$ cat src/include/hbs_pkg.sv
/*
  shared constants for the holding brake sequencer: register map, field
  positions, reset values, modes, output owners and the millisecond tick.
  assumes a 32-bit classic wishbone slave port at a 100 MHz clock.
*/
package hbs_pkg;
  localparam int          HBS_ADDR_W        = 8;
  localparam int          HBS_DLY_W         = 15;
  localparam int          HBS_NPOINT        = 4;
  // register byte offsets
  localparam logic [7:0]  HBS_REG_CTRL      = 8'h00;
  localparam logic [7:0]  HBS_REG_REL_DLY   = 8'h04;
  localparam logic [7:0]  HBS_REG_ENG_DLY   = 8'h08;
  localparam logic [7:0]  HBS_REG_MODE      = 8'h0c;
  localparam logic [7:0]  HBS_REG_ASSIGN    = 8'h10;
  localparam logic [7:0]  HBS_REG_IO_DIR    = 8'h14;
  localparam logic [7:0]  HBS_REG_GP_OUT    = 8'h18;
  localparam logic [7:0]  HBS_REG_STATUS    = 8'h1c;
  // field positions
  localparam int          HBS_CTRL_EN_BIT   = 0;
  localparam int          HBS_CTRL_MOVE_BIT = 1;
  localparam int          HBS_MODE_LSB      = 0;
  localparam int          HBS_POINT_LSB     = 4;
  // brake output modes
  localparam logic [1:0]  HBS_MODE_ON_CLOSED = 2'h1;
  localparam logic [1:0]  HBS_MODE_ON_OPEN   = 2'h2;
  localparam logic [1:0]  HBS_MODE_FREE      = 2'h3;
  // output owners
  localparam logic [2:0]  HBS_OWN_GP        = 3'h0;
  localparam logic [2:0]  HBS_OWN_ALARM     = 3'h1;
  localparam logic [2:0]  HBS_OWN_BRAKE     = 3'h2;
  localparam logic [2:0]  HBS_OWN_MOTION    = 3'h3;
  localparam logic [2:0]  HBS_OWN_TACH      = 3'h4;
  // reset values
  localparam logic [1:0]  HBS_MODE_RST      = HBS_MODE_FREE;
  localparam logic [2:0]  HBS_POINT_RST     = 3'h1;
  localparam logic [2:0]  HBS_OWN_RST       = HBS_OWN_GP;
  localparam logic [14:0] HBS_DLY_RST       = 15'h0000;
  // millisecond tick timing
  localparam int          HBS_CLK_PERIOD_NS = 10;
  localparam int          HBS_TICK_NS       = 1000000;
  localparam int          HBS_TICK_CYCLES   = HBS_TICK_NS / HBS_CLK_PERIOD_NS;
  typedef enum {HBS_ST_OFF, HBS_ST_RELEASE, HBS_ST_ON, HBS_ST_ENGAGE} hbs_state_e;
endpackage

$ cat src/include/hbs_tmr_if.sv
/*
  carrier between the sequencer and one millisecond delay timer.
  assumes both ends run on the same clock.
*/
`timescale 1ns/10ps
interface hbs_tmr_if;
  import hbs_pkg::*;
  logic                 load;
  logic [HBS_DLY_W-1:0] load_val;
  logic                 tick;
  logic                 busy;
  modport ctl (output load, output load_val, output tick, input busy);
  modport tmr (input load, input load_val, input tick, output busy);
endinterface

$ cat src/core/hbs_top.sv
/*
  holding brake sequencer: drive enable/disable sequencing around a brake
  output, release and engage delays, output ownership and point selection.
  assumes a classic wishbone master on clk_i and same-clock function inputs.
*/
// Decided for this implementation: the Wishbone slave port and the address map.
`timescale 1ns/10ps
module hbs_top
  import hbs_pkg::*;
#(
  parameter int TICK_CYCLES = HBS_TICK_CYCLES
) (
  input  wire logic                  clk_i,
  input  wire logic                  rst_i,
  input  wire logic                  wb_cyc_i,
  input  wire logic                  wb_stb_i,
  input  wire logic                  wb_we_i,
  input  wire logic [HBS_ADDR_W-1:0] wb_adr_i,
  input  wire logic [3:0]            wb_sel_i,
  input  wire logic [31:0]           wb_dat_i,
  output logic      [31:0]           wb_dat_o,
  output logic                       wb_ack_o,
  input  wire logic                  alarm_active_i,
  input  wire logic                  motion_active_i,
  input  wire logic                  tach_level_i,
  output logic                       motor_current_on_o,
  output logic                       motion_start_o,
  output logic      [HBS_NPOINT-1:0] dout_o,
  output logic      [HBS_NPOINT-1:0] dout_oe_o
);
  localparam int REL = 0;
  localparam int ENG = 1;

  hbs_state_e                state;
  logic                      drive_enable_cmd;
  logic [HBS_DLY_W-1:0]      brake_release_delay;
  logic [HBS_DLY_W-1:0]      brake_engage_delay;
  logic [1:0]                brake_output_mode;
  logic [2:0]                brake_point;
  logic [2:0]                output_owner;
  logic [HBS_NPOINT-1:0]     io_point_direction_config;
  logic [HBS_NPOINT-1:0]     gp_out;
  logic                      move_pending;
  logic                      ms_tick;
  logic                      wr_stb;
  logic                      rd_stb;
  logic [31:0]               wmask;
  logic [31:0]               wval;
  logic                      delays_active;
  logic [1:0]                tmr_load;
  logic [HBS_DLY_W-1:0]      tmr_val [2];
  logic [1:0]                tmr_busy;
  logic                      brake_enabled_state;
  logic                      brake_closed;
  logic [2:0]                new_mode_pt;
  logic [1:0]                new_mode;
  logic                      mode_ok;
  logic                      move_req;
  logic                      drive_idle;
  logic [HBS_NPOINT-1:0]     next_dout;
  logic [31:0]               next_rdata;

  hbs_tmr_if tmr [2] ();

  hbs_ms_tick #(
    .DIV    (TICK_CYCLES)
  ) u_tick (
    .clk_i  (clk_i),
    .rst_i  (rst_i),
    .tick_o (ms_tick)
  );

  genvar g;
  generate
    for (g = 0; g < 2; g++) begin : gen_tmr
      assign tmr[g].load     = tmr_load[g];
      assign tmr[g].load_val = tmr_val[g];
      assign tmr[g].tick     = ms_tick;
      assign tmr_busy[g]     = tmr[g].busy;
      hbs_delay_timer u_tmr (
        .clk_i (clk_i),
        .rst_i (rst_i),
        .t     (tmr[g])
      );
    end
  endgenerate

  // bus strobes: a read is latched with the ack, a write commits at the edge the
  // master samples that ack, so a write never lands before its answer is seen
  assign wr_stb = wb_cyc_i && wb_stb_i && wb_we_i && wb_ack_o;
  assign rd_stb = wb_cyc_i && wb_stb_i && !wb_we_i && !wb_ack_o;
  assign wmask  = {{8{wb_sel_i[3]}}, {8{wb_sel_i[2]}}, {8{wb_sel_i[1]}}, {8{wb_sel_i[0]}}};
  assign wval   = wb_dat_i & wmask;

  assign delays_active = (brake_output_mode == HBS_MODE_ON_CLOSED) ||
                         (brake_output_mode == HBS_MODE_ON_OPEN);

  // mode write: new mode in bits 1:0, io point in bits 6:4
  assign new_mode    = wb_sel_i[0] ? wb_dat_i[HBS_MODE_LSB +: 2] : brake_output_mode;
  assign new_mode_pt = wb_sel_i[0] ? wb_dat_i[HBS_POINT_LSB +: 3] : brake_point;
  // a point not set as output refuses the whole write, so the brake never drives an input
  always_comb begin
    mode_ok = 1'b0;
    if (new_mode == HBS_MODE_FREE) begin
      mode_ok = 1'b1;
    end else if (new_mode == HBS_MODE_ON_CLOSED || new_mode == HBS_MODE_ON_OPEN) begin
      if (new_mode_pt >= 3'h1 && new_mode_pt <= 3'(HBS_NPOINT)) begin
        mode_ok = io_point_direction_config[2'(new_mode_pt - 3'h1)];
      end
    end
  end

  always_ff @(posedge clk_i) begin
    if (rst_i) begin
      wb_ack_o <= 1'b0;
    end else begin
      wb_ack_o <= wb_cyc_i && wb_stb_i && !wb_ack_o;
    end
  end

  always_ff @(posedge clk_i) begin
    if (rst_i) begin
      drive_enable_cmd <= 1'b0;
    end else if (wr_stb && wb_adr_i == HBS_REG_CTRL && wb_sel_i[0]) begin
      drive_enable_cmd <= wb_dat_i[HBS_CTRL_EN_BIT];
    end
  end

  always_ff @(posedge clk_i) begin
    if (rst_i) begin
      brake_release_delay <= HBS_DLY_RST;
      brake_engage_delay  <= HBS_DLY_RST;
    end else if (wr_stb && wb_adr_i == HBS_REG_REL_DLY) begin
      brake_release_delay <= (brake_release_delay & ~wmask[14:0]) | wval[14:0];
    end else if (wr_stb && wb_adr_i == HBS_REG_ENG_DLY) begin
      brake_engage_delay  <= (brake_engage_delay & ~wmask[14:0]) | wval[14:0];
    end
  end

  always_ff @(posedge clk_i) begin
    if (rst_i) begin
      io_point_direction_config <= '0;
      gp_out                    <= '0;
    end else if (wr_stb && wb_adr_i == HBS_REG_IO_DIR && wb_sel_i[0]) begin
      io_point_direction_config <= wb_dat_i[HBS_NPOINT-1:0];
    end else if (wr_stb && wb_adr_i == HBS_REG_GP_OUT && wb_sel_i[0]) begin
      gp_out <= wb_dat_i[HBS_NPOINT-1:0];
    end
  end

  // a mode write moves the owner with it; an owner write drops the brake mode only for alarm or motion
  always_ff @(posedge clk_i) begin
    if (rst_i) begin
      brake_output_mode <= HBS_MODE_RST;
      brake_point       <= HBS_POINT_RST;
      output_owner      <= HBS_OWN_RST;
    end else if (wr_stb && wb_adr_i == HBS_REG_MODE && mode_ok) begin
      brake_output_mode <= new_mode;
      if (new_mode == HBS_MODE_FREE) begin
        if (output_owner == HBS_OWN_BRAKE) begin
          output_owner <= HBS_OWN_GP;
        end
      end else begin
        brake_point  <= new_mode_pt;
        output_owner <= HBS_OWN_BRAKE;
      end
    end else if (wr_stb && wb_adr_i == HBS_REG_ASSIGN && wb_sel_i[0]) begin
      // brake ownership is taken only through the mode register
      if (wb_dat_i[2:0] != HBS_OWN_BRAKE && wb_dat_i[2:0] <= HBS_OWN_TACH) begin
        output_owner <= wb_dat_i[2:0];
        if (output_owner == HBS_OWN_BRAKE &&
            (wb_dat_i[2:0] == HBS_OWN_ALARM || wb_dat_i[2:0] == HBS_OWN_MOTION)) begin
          brake_output_mode <= HBS_MODE_FREE;
        end
      end
    end
  end

  // enable sequencing
  always_comb begin
    tmr_load      = 2'b00;
    tmr_val[REL]  = brake_release_delay;
    tmr_val[ENG]  = brake_engage_delay;
    if (state == HBS_ST_OFF && drive_enable_cmd && delays_active) begin
      tmr_load[REL] = 1'b1;
    end
    if ((state == HBS_ST_RELEASE || state == HBS_ST_ON) && !drive_enable_cmd &&
        delays_active) begin
      tmr_load[ENG] = 1'b1;
    end
  end

  always_ff @(posedge clk_i) begin
    if (rst_i) begin
      state <= HBS_ST_OFF;
    end else begin
      case (state)
        HBS_ST_OFF: begin
          if (drive_enable_cmd) begin
            state <= delays_active ? HBS_ST_RELEASE : HBS_ST_ON;
          end
        end
        HBS_ST_RELEASE: begin
          if (!drive_enable_cmd) begin
            state <= delays_active ? HBS_ST_ENGAGE : HBS_ST_OFF;
          end else if (!tmr_busy[REL] || !delays_active) begin
            state <= HBS_ST_ON;
          end
        end
        HBS_ST_ON: begin
          if (!drive_enable_cmd) begin
            state <= delays_active ? HBS_ST_ENGAGE : HBS_ST_OFF;
          end
        end
        HBS_ST_ENGAGE: begin
          // a re-enable waits until the engage delay has run out
          if (!tmr_busy[ENG] || !delays_active) begin
            state <= HBS_ST_OFF;
          end
        end
        default: begin
          state <= HBS_ST_OFF;
        end
      endcase
    end
  end

  always_ff @(posedge clk_i) begin
    if (rst_i) begin
      motor_current_on_o <= 1'b0;
    end else begin
      motor_current_on_o <= (state == HBS_ST_RELEASE) || (state == HBS_ST_ON) ||
                            (state == HBS_ST_ENGAGE && tmr_busy[ENG] && delays_active) ||
                            (state == HBS_ST_OFF && drive_enable_cmd);
    end
  end

  // a request written together with the enable is held until the drive is on
  assign move_req   = wr_stb && wb_adr_i == HBS_REG_CTRL && wb_sel_i[0] &&
                      wb_dat_i[HBS_CTRL_MOVE_BIT];
  assign drive_idle = !drive_enable_cmd &&
                      (state == HBS_ST_OFF || state == HBS_ST_ENGAGE);

  // motion request: a new request in the same cycle wins over the clear
  always_ff @(posedge clk_i) begin
    if (rst_i) begin
      move_pending   <= 1'b0;
      motion_start_o <= 1'b0;
    end else begin
      motion_start_o <= 1'b0;
      if (move_req) begin
        move_pending <= 1'b1;
      end else if (state == HBS_ST_ON && move_pending) begin
        move_pending   <= 1'b0;
        motion_start_o <= 1'b1;
      end else if (drive_idle) begin
        move_pending <= 1'b0;
      end
    end
  end

  // output pins
  assign brake_enabled_state = (state == HBS_ST_RELEASE) || (state == HBS_ST_ON);
  assign brake_closed = (brake_output_mode == HBS_MODE_ON_CLOSED) ? brake_enabled_state
                                                                  : !brake_enabled_state;

  always_comb begin
    next_dout = ~gp_out;
    for (int i = 0; i < HBS_NPOINT; i++) begin
      if (3'(i + 1) == brake_point) begin
        case (output_owner)
          HBS_OWN_BRAKE:  next_dout[i] = !brake_closed;
          HBS_OWN_ALARM:  next_dout[i] = !alarm_active_i;
          HBS_OWN_MOTION: next_dout[i] = !motion_active_i;
          HBS_OWN_TACH:   next_dout[i] = !tach_level_i;
          default:        next_dout[i] = !gp_out[i];
        endcase
      end
    end
  end

  always_ff @(posedge clk_i) begin
    if (rst_i) begin
      dout_o    <= '1;
      dout_oe_o <= '0;
    end else begin
      dout_o    <= next_dout;
      // a point turned back to input stops driving on the next clock, whoever owns it
      dout_oe_o <= io_point_direction_config;
    end
  end

  // read mux; unmapped addresses read zero
  always_comb begin
    next_rdata = 32'h0;
    if (wb_adr_i == HBS_REG_CTRL) begin
      next_rdata[HBS_CTRL_EN_BIT]   = drive_enable_cmd;
      next_rdata[HBS_CTRL_MOVE_BIT] = move_pending;
    end else if (wb_adr_i == HBS_REG_REL_DLY) begin
      next_rdata[14:0] = brake_release_delay;
    end else if (wb_adr_i == HBS_REG_ENG_DLY) begin
      next_rdata[14:0] = brake_engage_delay;
    end else if (wb_adr_i == HBS_REG_MODE) begin
      next_rdata[HBS_MODE_LSB +: 2]  = brake_output_mode;
      next_rdata[HBS_POINT_LSB +: 3] = brake_point;
    end else if (wb_adr_i == HBS_REG_ASSIGN) begin
      next_rdata[2:0] = output_owner;
    end else if (wb_adr_i == HBS_REG_IO_DIR) begin
      next_rdata[HBS_NPOINT-1:0] = io_point_direction_config;
    end else if (wb_adr_i == HBS_REG_GP_OUT) begin
      next_rdata[HBS_NPOINT-1:0] = gp_out;
    end else if (wb_adr_i == HBS_REG_STATUS) begin
      next_rdata[0] = brake_enabled_state;
      next_rdata[1] = motor_current_on_o;
      next_rdata[2] = tmr_busy[REL];
      next_rdata[3] = tmr_busy[ENG];
      next_rdata[4] = move_pending;
      next_rdata[5] = brake_closed && (output_owner == HBS_OWN_BRAKE);
    end
  end

  always_ff @(posedge clk_i) begin
    if (rst_i) begin
      wb_dat_o <= 32'h0;
    end else if (rd_stb) begin
      wb_dat_o <= next_rdata;
    end
  end
endmodule

$ cat src/core/hbs_ms_tick.sv
/*
  one-cycle enable pulse every DIV clock cycles.
  assumes a single clock and a synchronous active-high reset.
*/
`timescale 1ns/10ps
module hbs_ms_tick
  import hbs_pkg::*;
#(
  parameter int DIV = HBS_TICK_CYCLES
) (
  input  wire logic clk_i,
  input  wire logic rst_i,
  output logic      tick_o
);
  logic [31:0] cnt;

  always_ff @(posedge clk_i) begin
    if (rst_i) begin
      cnt    <= 32'h0;
      tick_o <= 1'b0;
    end else if (cnt >= 32'(DIV - 1)) begin
      cnt    <= 32'h0;
      tick_o <= 1'b1;
    end else begin
      cnt    <= cnt + 32'h1;
      tick_o <= 1'b0;
    end
  end
endmodule

$ cat src/core/hbs_delay_timer.sv
/*
  millisecond down-counter: loaded by the sequencer, decremented on the tick.
  assumes load and tick come from the same clock domain.
*/
`timescale 1ns/10ps
module hbs_delay_timer
  import hbs_pkg::*;
(
  input  wire logic clk_i,
  input  wire logic rst_i,
  hbs_tmr_if.tmr    t
);
  logic [HBS_DLY_W-1:0] cnt;

  // a load may land between ticks, so the real wait is up to one tick short
  always_ff @(posedge clk_i) begin
    if (rst_i) begin
      cnt <= '0;
    end else if (t.load) begin
      cnt <= t.load_val;
    end else if (t.tick && cnt != '0) begin
      cnt <= cnt - 15'h0001;
    end
  end

  assign t.busy = (cnt != '0);
endmodule

$ cat config.mk
export PLATFORM = sky130hd
export DESIGN_NAME = hbs_top
export DESIGN_NICKNAME = d
export VERILOG_FILES = /design/src/include/hbs_pkg.sv /design/src/include/hbs_tmr_if.sv /design/src/core/hbs_top.sv /design/src/core/hbs_ms_tick.sv /design/src/core/hbs_delay_timer.sv
export SDC_FILE = /design/constraint.sdc
export NUM_CORES = 1
export LEC_CHECK = 0
export ABC_AREA = 0
export CAP_MARGIN = 15
export CORE_AREA = 2 2 169 121
export CTS_BUF_LIST = sky130_fd_sc_hd__clkbuf_4 sky130_fd_sc_hd__clkbuf_8 sky130_fd_sc_hd__clkbuf_16
export DETAILED_ROUTE_END_ITERATION = 6
export DIE_AREA = 0 0 171 123
export DONT_BUFFER_PORTS = 1
export GPL_TIMING_DRIVEN = 0
export PLACE_DENSITY_LB_ADDON = 0.08
export SYNTH_ARGS = -nofsm -noshare
export SYNTH_HDL_FRONTEND = slang
export SYNTH_SLANG_ARGS = --single-unit
$ cat constraint.sdc
create_clock -name clk_i -period 2.55 [get_ports clk_i]
set_input_delay 0.51 -clock clk_i [delete_from_list [all_inputs] [get_ports clk_i]]
set_output_delay 0.51 -clock clk_i [all_outputs]
set_load 0.1 [all_outputs]
==> results of run 1 <==
## layer usage
metal | global-route usage | vias up | part of all wire
li1 | - | 2800 | -
met1 | 0.3085 | 2767 | 0.52
met3 | 0.05986 | 16 | 0.085
met5 | 0 | - | 0
met2 | 0.2583 | 202 | 0.39
met4 | 0.05032 | 0 | 0.0079
## cells in the final DEF (no fill, tap or decap), types with 15 or more instances in the layout
cell type	count
dfxtp_1	136
nand2_1	63
a21oi_1	51
nor2_1	83
nand4_1	17
buf_4	21
nand3_1	26
nor3_1	19
o21ai_0	35
clkbuf_16	17
conb_1	32
xor2_1	25
clkbuf_1	31
inv_1	15
mux2i_1	35
## worst paths after layout
path | endpoint | startpoint | cells past startpoint
setup / recovery | brake_output_mode[0] | brake_point[0] | 8
hold / removal | register | wb_dat_i[7] | 2
setup reg to reg | brake_output_mode[0] | brake_point[0] | 8
hold reg to reg | register | register | 2
## timing repair
item                                    CTS  global route
endpoints found under the hold margin     0             0
gates resized for setup                   2            14
hold buffers                              0             0
endpoints found under the setup margin   32            26
setup buffers                             0             2
## final cells by class
cell class                      instances  area (um2)  area share
Buffer                                 60       309.0     0.03956
Clock buffer                           20       466.7     0.05975
Clock inverter                         12       126.4     0.01618
Inverter                               15       56.30    0.007208
Multi-Input combinational cell        579        3709      0.4748
Sequential cell                       139        2791      0.3574
Tap cell                              270       337.8     0.04325
Timing Repair Buffer                    2       15.01    0.001922
## cell families (layout without fill, tap and decap cells)
family / count (synthesis) / count (layout) / synth area share
and+or+nand+nor: 296 / 296 / 0.2360
DFF: 139 / 139 / 0.4148
xor gates and xnor gates: 38 / 38 / 0.04962
buffers and inverters: 76 / 109 / 0.05428
muxes: 47 / 47 / 0.07667
AOI/OAI and AO/OA: 152 / 152 / 0.1420
other: 1 / 32 / 0.0005591
adders and majority gates: 14 / 14 / 0.02611
## power by group through the flow
stage	combinational [mW]	sequential (mW)	clock (mW)
after floorplan	1.48	2.65	0
after global placement	1.85	2.69	0
after detailed placement	1.87	2.70	0
after CTS	1.88	2.66	2.56
after global routing	2.18	2.69	2.64
final	1.96	2.66	2.52
## synth_stat cells (all sizes together), types with 2 or more instances
| library cell | count | area share |
|---|---|---|
| nor2b | 8 | 0.0075 |
| a211oi | 9 | 0.011 |
| a311oi | 4 | 0.0052 |
| xnor2 | 13 | 0.017 |
| and2 | 5 | 0.0047 |
| nor2 | 83 | 0.046 |
| xor2 | 25 | 0.033 |
| a32oi | 3 | 0.0039 |
| a22o | 8 | 0.010 |
| mux2i | 36 | 0.054 |
| or3 | 4 | 0.0037 |
| nand3 | 26 | 0.019 |
| a22oi | 12 | 0.013 |
| nor3b | 4 | 0.0052 |
| nand2b | 8 | 0.0075 |
| o211ai | 3 | 0.0034 |
| mux4 | 2 | 0.0067 |
| o31ai | 4 | 0.0045 |
| nor4 | 11 | 0.015 |
| and3 | 7 | 0.0065 |
| nor3 | 21 | 0.017 |
| or4 | 7 | 0.0084 |
| a21oi | 51 | 0.038 |
| clkbuf | 35 | 0.020 |
| nand4b | 8 | 0.010 |
| inv | 15 | 0.0084 |
| dfxtp | 139 | 0.41 |
| ha | 14 | 0.026 |
| buf | 26 | 0.026 |
| a211o | 2 | 0.0026 |
| nand3b | 2 | 0.0022 |
| mux2 | 9 | 0.016 |
| nand2 | 64 | 0.036 |
| nand4 | 18 | 0.018 |
| o21ai | 37 | 0.028 |
| and4 | 5 | 0.0065 |
| nor4b | 7 | 0.011 |
| a41o | 3 | 0.0045 |
| o22ai | 2 | 0.0019 |
| or3b | 3 | 0.0039 |
| a31oi | 7 | 0.0065 |
## per-stage QoR
step	hold slack [ps]	setup slack, ps	total power, mW	cell area [um2]	instances
final	215.5	76.19	7.147	7811	1097
after global routing	222.9	-4.860	7.516	7811	1097
after floorplan	429.9	0.1610	4.132	6832	794
after detailed placement	460.8	-206.3	4.571	7169	1064
after global placement	445.6	-173.4	4.547	7169	1064
after CTS	208.5	21.18	7.097	7766	1095
==> impl_metrics.yaml, run 1 <==
worst_setup_path:
  crit_fanout: 8
  cp.required_ps: 2850
  rrSetupSlack_ps: 80
  cp_slowest_stage_delay_ps: 570
  slowest_stage: "or4_4"
  path_buf_inv: 1
  crit_family: "multiplexers"
  cp-start-kind: "register"
  path_cells: "mux2_4, inv_1, ha_1, mux2i_1, mux2_4, or4_4, and2_1, mux2i_1"
  cp-end-kind: "register"
  worstSetupPathType: "register to register"
  cp.arrival_ps: 2780
clocking:
  root_buffer: "clkbuf_16"
  clock_sinks: 139
  cts.htree.levels: 4
  cts_tree: "yes"
  numCtsBuffers: 17
  clk_latency_ps: 430
  cts_buffer_depth: 2
  clk_pin_slew_ps: 60
layout:
  drive_gt1_frac: 0.1112
  fin_nets: 880
  diodes: 0
  n_fill_cell: 1975
  utilization: 0.4011
  synthToLayoutAreaGrowth_pct: 16.45
route:
  wire_per_inst_um: 18.37
  wl_um: 20160
  vias: 5785
  viasPerCell: 5.273
  drt_iter0_drc: 497
  first_pass_iters: 7
  ant_nets: 0
  drcViolationCount: 0
sta:
  fmaxAchievable_mhz: 404.2
  slew_violations: 0
  finalSetupViolCount: 0
  tightest_slew_ps: 1059
  min_period_ps: 2474
  hold_viol: 0
  slew_headroom: 0.2932
  post-route-period-util: 0.9701
  fin_tns_setup_ps: 0
  finalClockSkew_ps: 11.71
  rsz0062_at_grt: "yes"
die:
  io_pins: 95
  dieArea_mm2: 0.02103
  core_region_area_mm2: 0.01948
  num_rows: 43
  die_h_um: 123
  die_x_um: 171
  initial_core_util: 0.3444
yosys:
  ys.flop_type: "dfxtp_1"
  avgSynthCellArea_um2: 8.791
  synth_seq_area_share: 0.4148
  synthArstFlopShare: 0
  synth.distinct_cells: 66
  synth_edf_count: 0
  yosys_warnings: 0
  ys_ff_latch: 139
  post_synth_instance_area_mm2: 0.006708
  synthCells: 763
grt:
  grt-ovfl-total: 0
  grt_max_degree: 17
  grt.total_usage: 0.1982
  grt_pass1_vias: 5338
  grt_antenna_before_repair: 1
  grt_pass1_wl_um: 31200
pwr:
  p_sw_mw: 2.524
  pwr-share-clk: 0.353
  peakVddDrop_mv: 0.4727
  seq_power_share: 0.372
  p_per_area_mw_per_mm2: 915.0
  power_switching_share: 0.3531
  internal-power_mw: 4.624
  leakage_nw: 2.935
  p_comb_frac: 0.275
min_path:
  hp-class: "input port to register"
flow_run:
  drv_cap: 0
outcome:
  outcome: "finished, final reports clean"
placed_design:
  place_congestion: 0.8945
  port_buffers: 0
  hpwl_um: 15010
No activity file was read; power rests on OpenSTA's default activity.
==> run 2: changes to the inputs <==
--- a/config.mk
+++ b/config.mk
@@ -7,13 +7,14 @@
 export LEC_CHECK = 0
 export ABC_AREA = 0
 export CAP_MARGIN = 15
-export CORE_AREA = 2 2 169 121
+export CORE_AREA = 2 2 174 125
 export CTS_BUF_LIST = sky130_fd_sc_hd__clkbuf_4 sky130_fd_sc_hd__clkbuf_8 sky130_fd_sc_hd__clkbuf_16
 export DETAILED_ROUTE_END_ITERATION = 6
-export DIE_AREA = 0 0 171 123
+export DIE_AREA = 0 0 176 127
 export DONT_BUFFER_PORTS = 1
 export GPL_TIMING_DRIVEN = 0
 export PLACE_DENSITY_LB_ADDON = 0.08
 export SYNTH_ARGS = -nofsm -noshare
 export SYNTH_HDL_FRONTEND = slang
+export SYNTH_HIERARCHICAL = 1
 export SYNTH_SLANG_ARGS = --single-unit
==> impl_metrics.yaml, run 2 <==
flow_run:
  drv_cap: 0
grt:
  grt_antenna_before_repair: 0
  gr-max-usage-layer: "met1"
  grt_pass1_vias: 5801
  grt.total_usage: 0.1909
  grt_max_degree: 17
  use_met1: 0.2813
  grt-ovfl-total: 0
  grt_pass1_wl_um: 32860
  grtUsageMet2: 0.2698
  grt.met3_usage: 0.05238
clocking:
  clk_latency_ps: 420
  clock_sinks: 139
  cts_buffer_depth: 2
  cts.htree.levels: 4
  root_buffer: "clkbuf_16"
  post-cts-setup-buffers: 0
  numCtsBuffers: 17
  cts_tree: "yes"
  clk_pin_slew_ps: 70
worst_setup_path:
  worstSetupPathType: "register to register"
  slowest_stage: "mux4_2"
  cp.depth: 7
  cp_slowest_stage_delay_ps: 560
  cp-start-kind: "register"
  cp-end-kind: "register"
  path_cells: "mux2i_1, ha_1, mux4_2, and4_1, buf_4, a21bo_2, a21oi_1"
  cp.arrival_ps: 2770
  path_buf_inv: 1
  r2r_cells: 7
  cp.required_ps: 2900
  crit_family: "multiplexers"
  crit_fanout: 8
route:
  drt_iter0_drc: 532
  ant_nets: 0
  first_pass_iters: 5
  viasPerCell: 5.437
  drcViolationCount: 0
  wl_um: 20810
  wire_per_inst_um: 18.52
  vias: 6111
placed_design:
  place_congestion: 0.9075
  hpwl_um: 15910
  port_buffers: 0
  dp_slack_ps: -396.0
layout:
  layout_commonest_cell: "dfxtp_1"
  layout.area.seq_mm2: 0.002786
  utilization: 0.3984
  fin_nets: 899
  final_cell_mix: "dfxtp_1, nor2_1, nand2_1"
  diodes: 0
  synthToLayoutAreaGrowth_pct: 15.33
  n_fill_cell: 2034
  drive_gt1_frac: 0.1439
  multiInputGateArea_mm2: 0.003910
sta:
  layout_setup_ws_ps: 128.7
  slew_headroom: 0.2743
  tightest_slew_ps: 1087
  hold_viol: 0
  fin_tns_setup_ps: 0
  rsz0062_at_grt: "yes"
  finalSetupViolCount: 0
  post-route-period-util: 0.9495
  slew_violations: 0
  fmaxAchievable_mhz: 413.0
  finalClockSkew_ps: 10.51
  min_period_ps: 2421
die:
  initial_core_util: 0.3454
  io_pins: 95
  die_x_um: 176
  num_rows: 44
  core_region_area_mm2: 0.02053
  die_h_um: 127
  dieArea_mm2: 0.02235
yosys:
  synth_top_family_by_area: "simple AND/OR/NAND/NOR gates"
  synth-compound-area-share: 0.1416
  synth.distinct_cells: 74
  synth_fa_ha_area_frac: 0.02117
  ys.flop_type: "dfxtp_1"
  muxShareOfSynthArea: 0.08167
  synth_seq_area_share: 0.3923
  avgSynthCellArea_um2: 9.024
  synth-xor-area-share: 0.01976
  synthArstFlopShare: 0
  synthTopCellsByArea: "dfxtp_1, mux2i_1, nor2_1"
  synthCells: 786
  ys_ff_latch: 139
  synth-simple-area-share: 0.2655
  yosys_warnings: 6
  ys_top_cells_by_count: "dfxtp_1, nor2_1, nand2_1"
  post_synth_instance_area_mm2: 0.007093
  synth_largest_area_cell: "dfxtp_1"
  yosysMostFrequentCell: "dfxtp_1"
  synth_top_area_frac: 0.3923
  synth_edf_count: 0
min_path:
  holdPathStages: 2
  hp-class: "input port to register"
pwr:
  leakage_nw: 2.778
  peakVddDrop_mv: 0.4161
  p_per_area_mw_per_mm2: 857.2
outcome:
  outcome: "finished, final reports clean"
## run 2: cell families (layout without fill, tap and decap cells)
group | Yosys count | count (layout)
adder cells (fa/ha/maj) | 12 | 12
AND/OR/NAND/NOR | 330 | 330
XOR/XNOR | 16 | 16
flip-flops | 139 | 139
AO/OA/AOI/OAI | 141 | 141
buffers and inverters | 94 | 126
other | 2 | 32
multiplexers | 52 | 52
## run 2: worst paths after layout
| kind | from | to | slack (ps) |
|---|---|---|---|
| worst min register to register | register | gen_tmr[0].u_tmr/cnt[9] | 480 |
| worst max-delay path | brake_point[1] | brake_point[2] | 130 |
| worst min-delay path | wb_dat_i[6] | register | 230 |
| worst max register to register | brake_point[1] | brake_point[2] | 130 |
## run 2: repair_timing
| item | CTS | global route |
|---|---|---|
| endpoints found under the setup margin | 43 | 18 |
| pin swaps | 0 | 0 |
| gates resized for setup | 4 | 6 |
| hold buffers | 0 | 0 |
## run 2: where the power goes
part	internal (mW)	switching [mW]	leakage, nW
Sequential	2.37	0.282	1.13
Clock	1.48	1.04	0.289
Combinational	0.767	1.08	1.36
Total	4.61	2.40	2.78
## run 2: area by class of cell
| class | instances | area share |
|---|---|---|
| clock buffers | 18 | 0.05292 |
| plain buffers | 61 | 0.05154 |
| multi-input cells | 583 | 0.4780 |
| inverters | 33 | 0.01514 |
| flip-flops and latches | 139 | 0.3406 |
| clock inverters | 14 | 0.01958 |
| well taps | 276 | 0.04221 |
## run 2: per-layer routing
layer  wire (um)  up-vias
li1            -     2961
met1       10520     2949
met2        8588      179
met3        1363       22
met4         343        0
met5           0        -
## run 2: per-stage QoR
| stage | hold slack, ps | std cells | power (mW) | area (um2) |
|---|---|---|---|---|
| floorplan | 456.4 | 816 | 4.061 | 7206 |
| finish | 226.2 | 1124 | 7.012 | 8180 |
| global route | 214.7 | 1124 | 7.406 | 8180 |
| detailed placement | 488.5 | 1092 | 4.477 | 7551 |
| CTS | 211.1 | 1124 | 7.027 | 8158 |
| global placement | 477.9 | 1092 | 4.429 | 7551 |
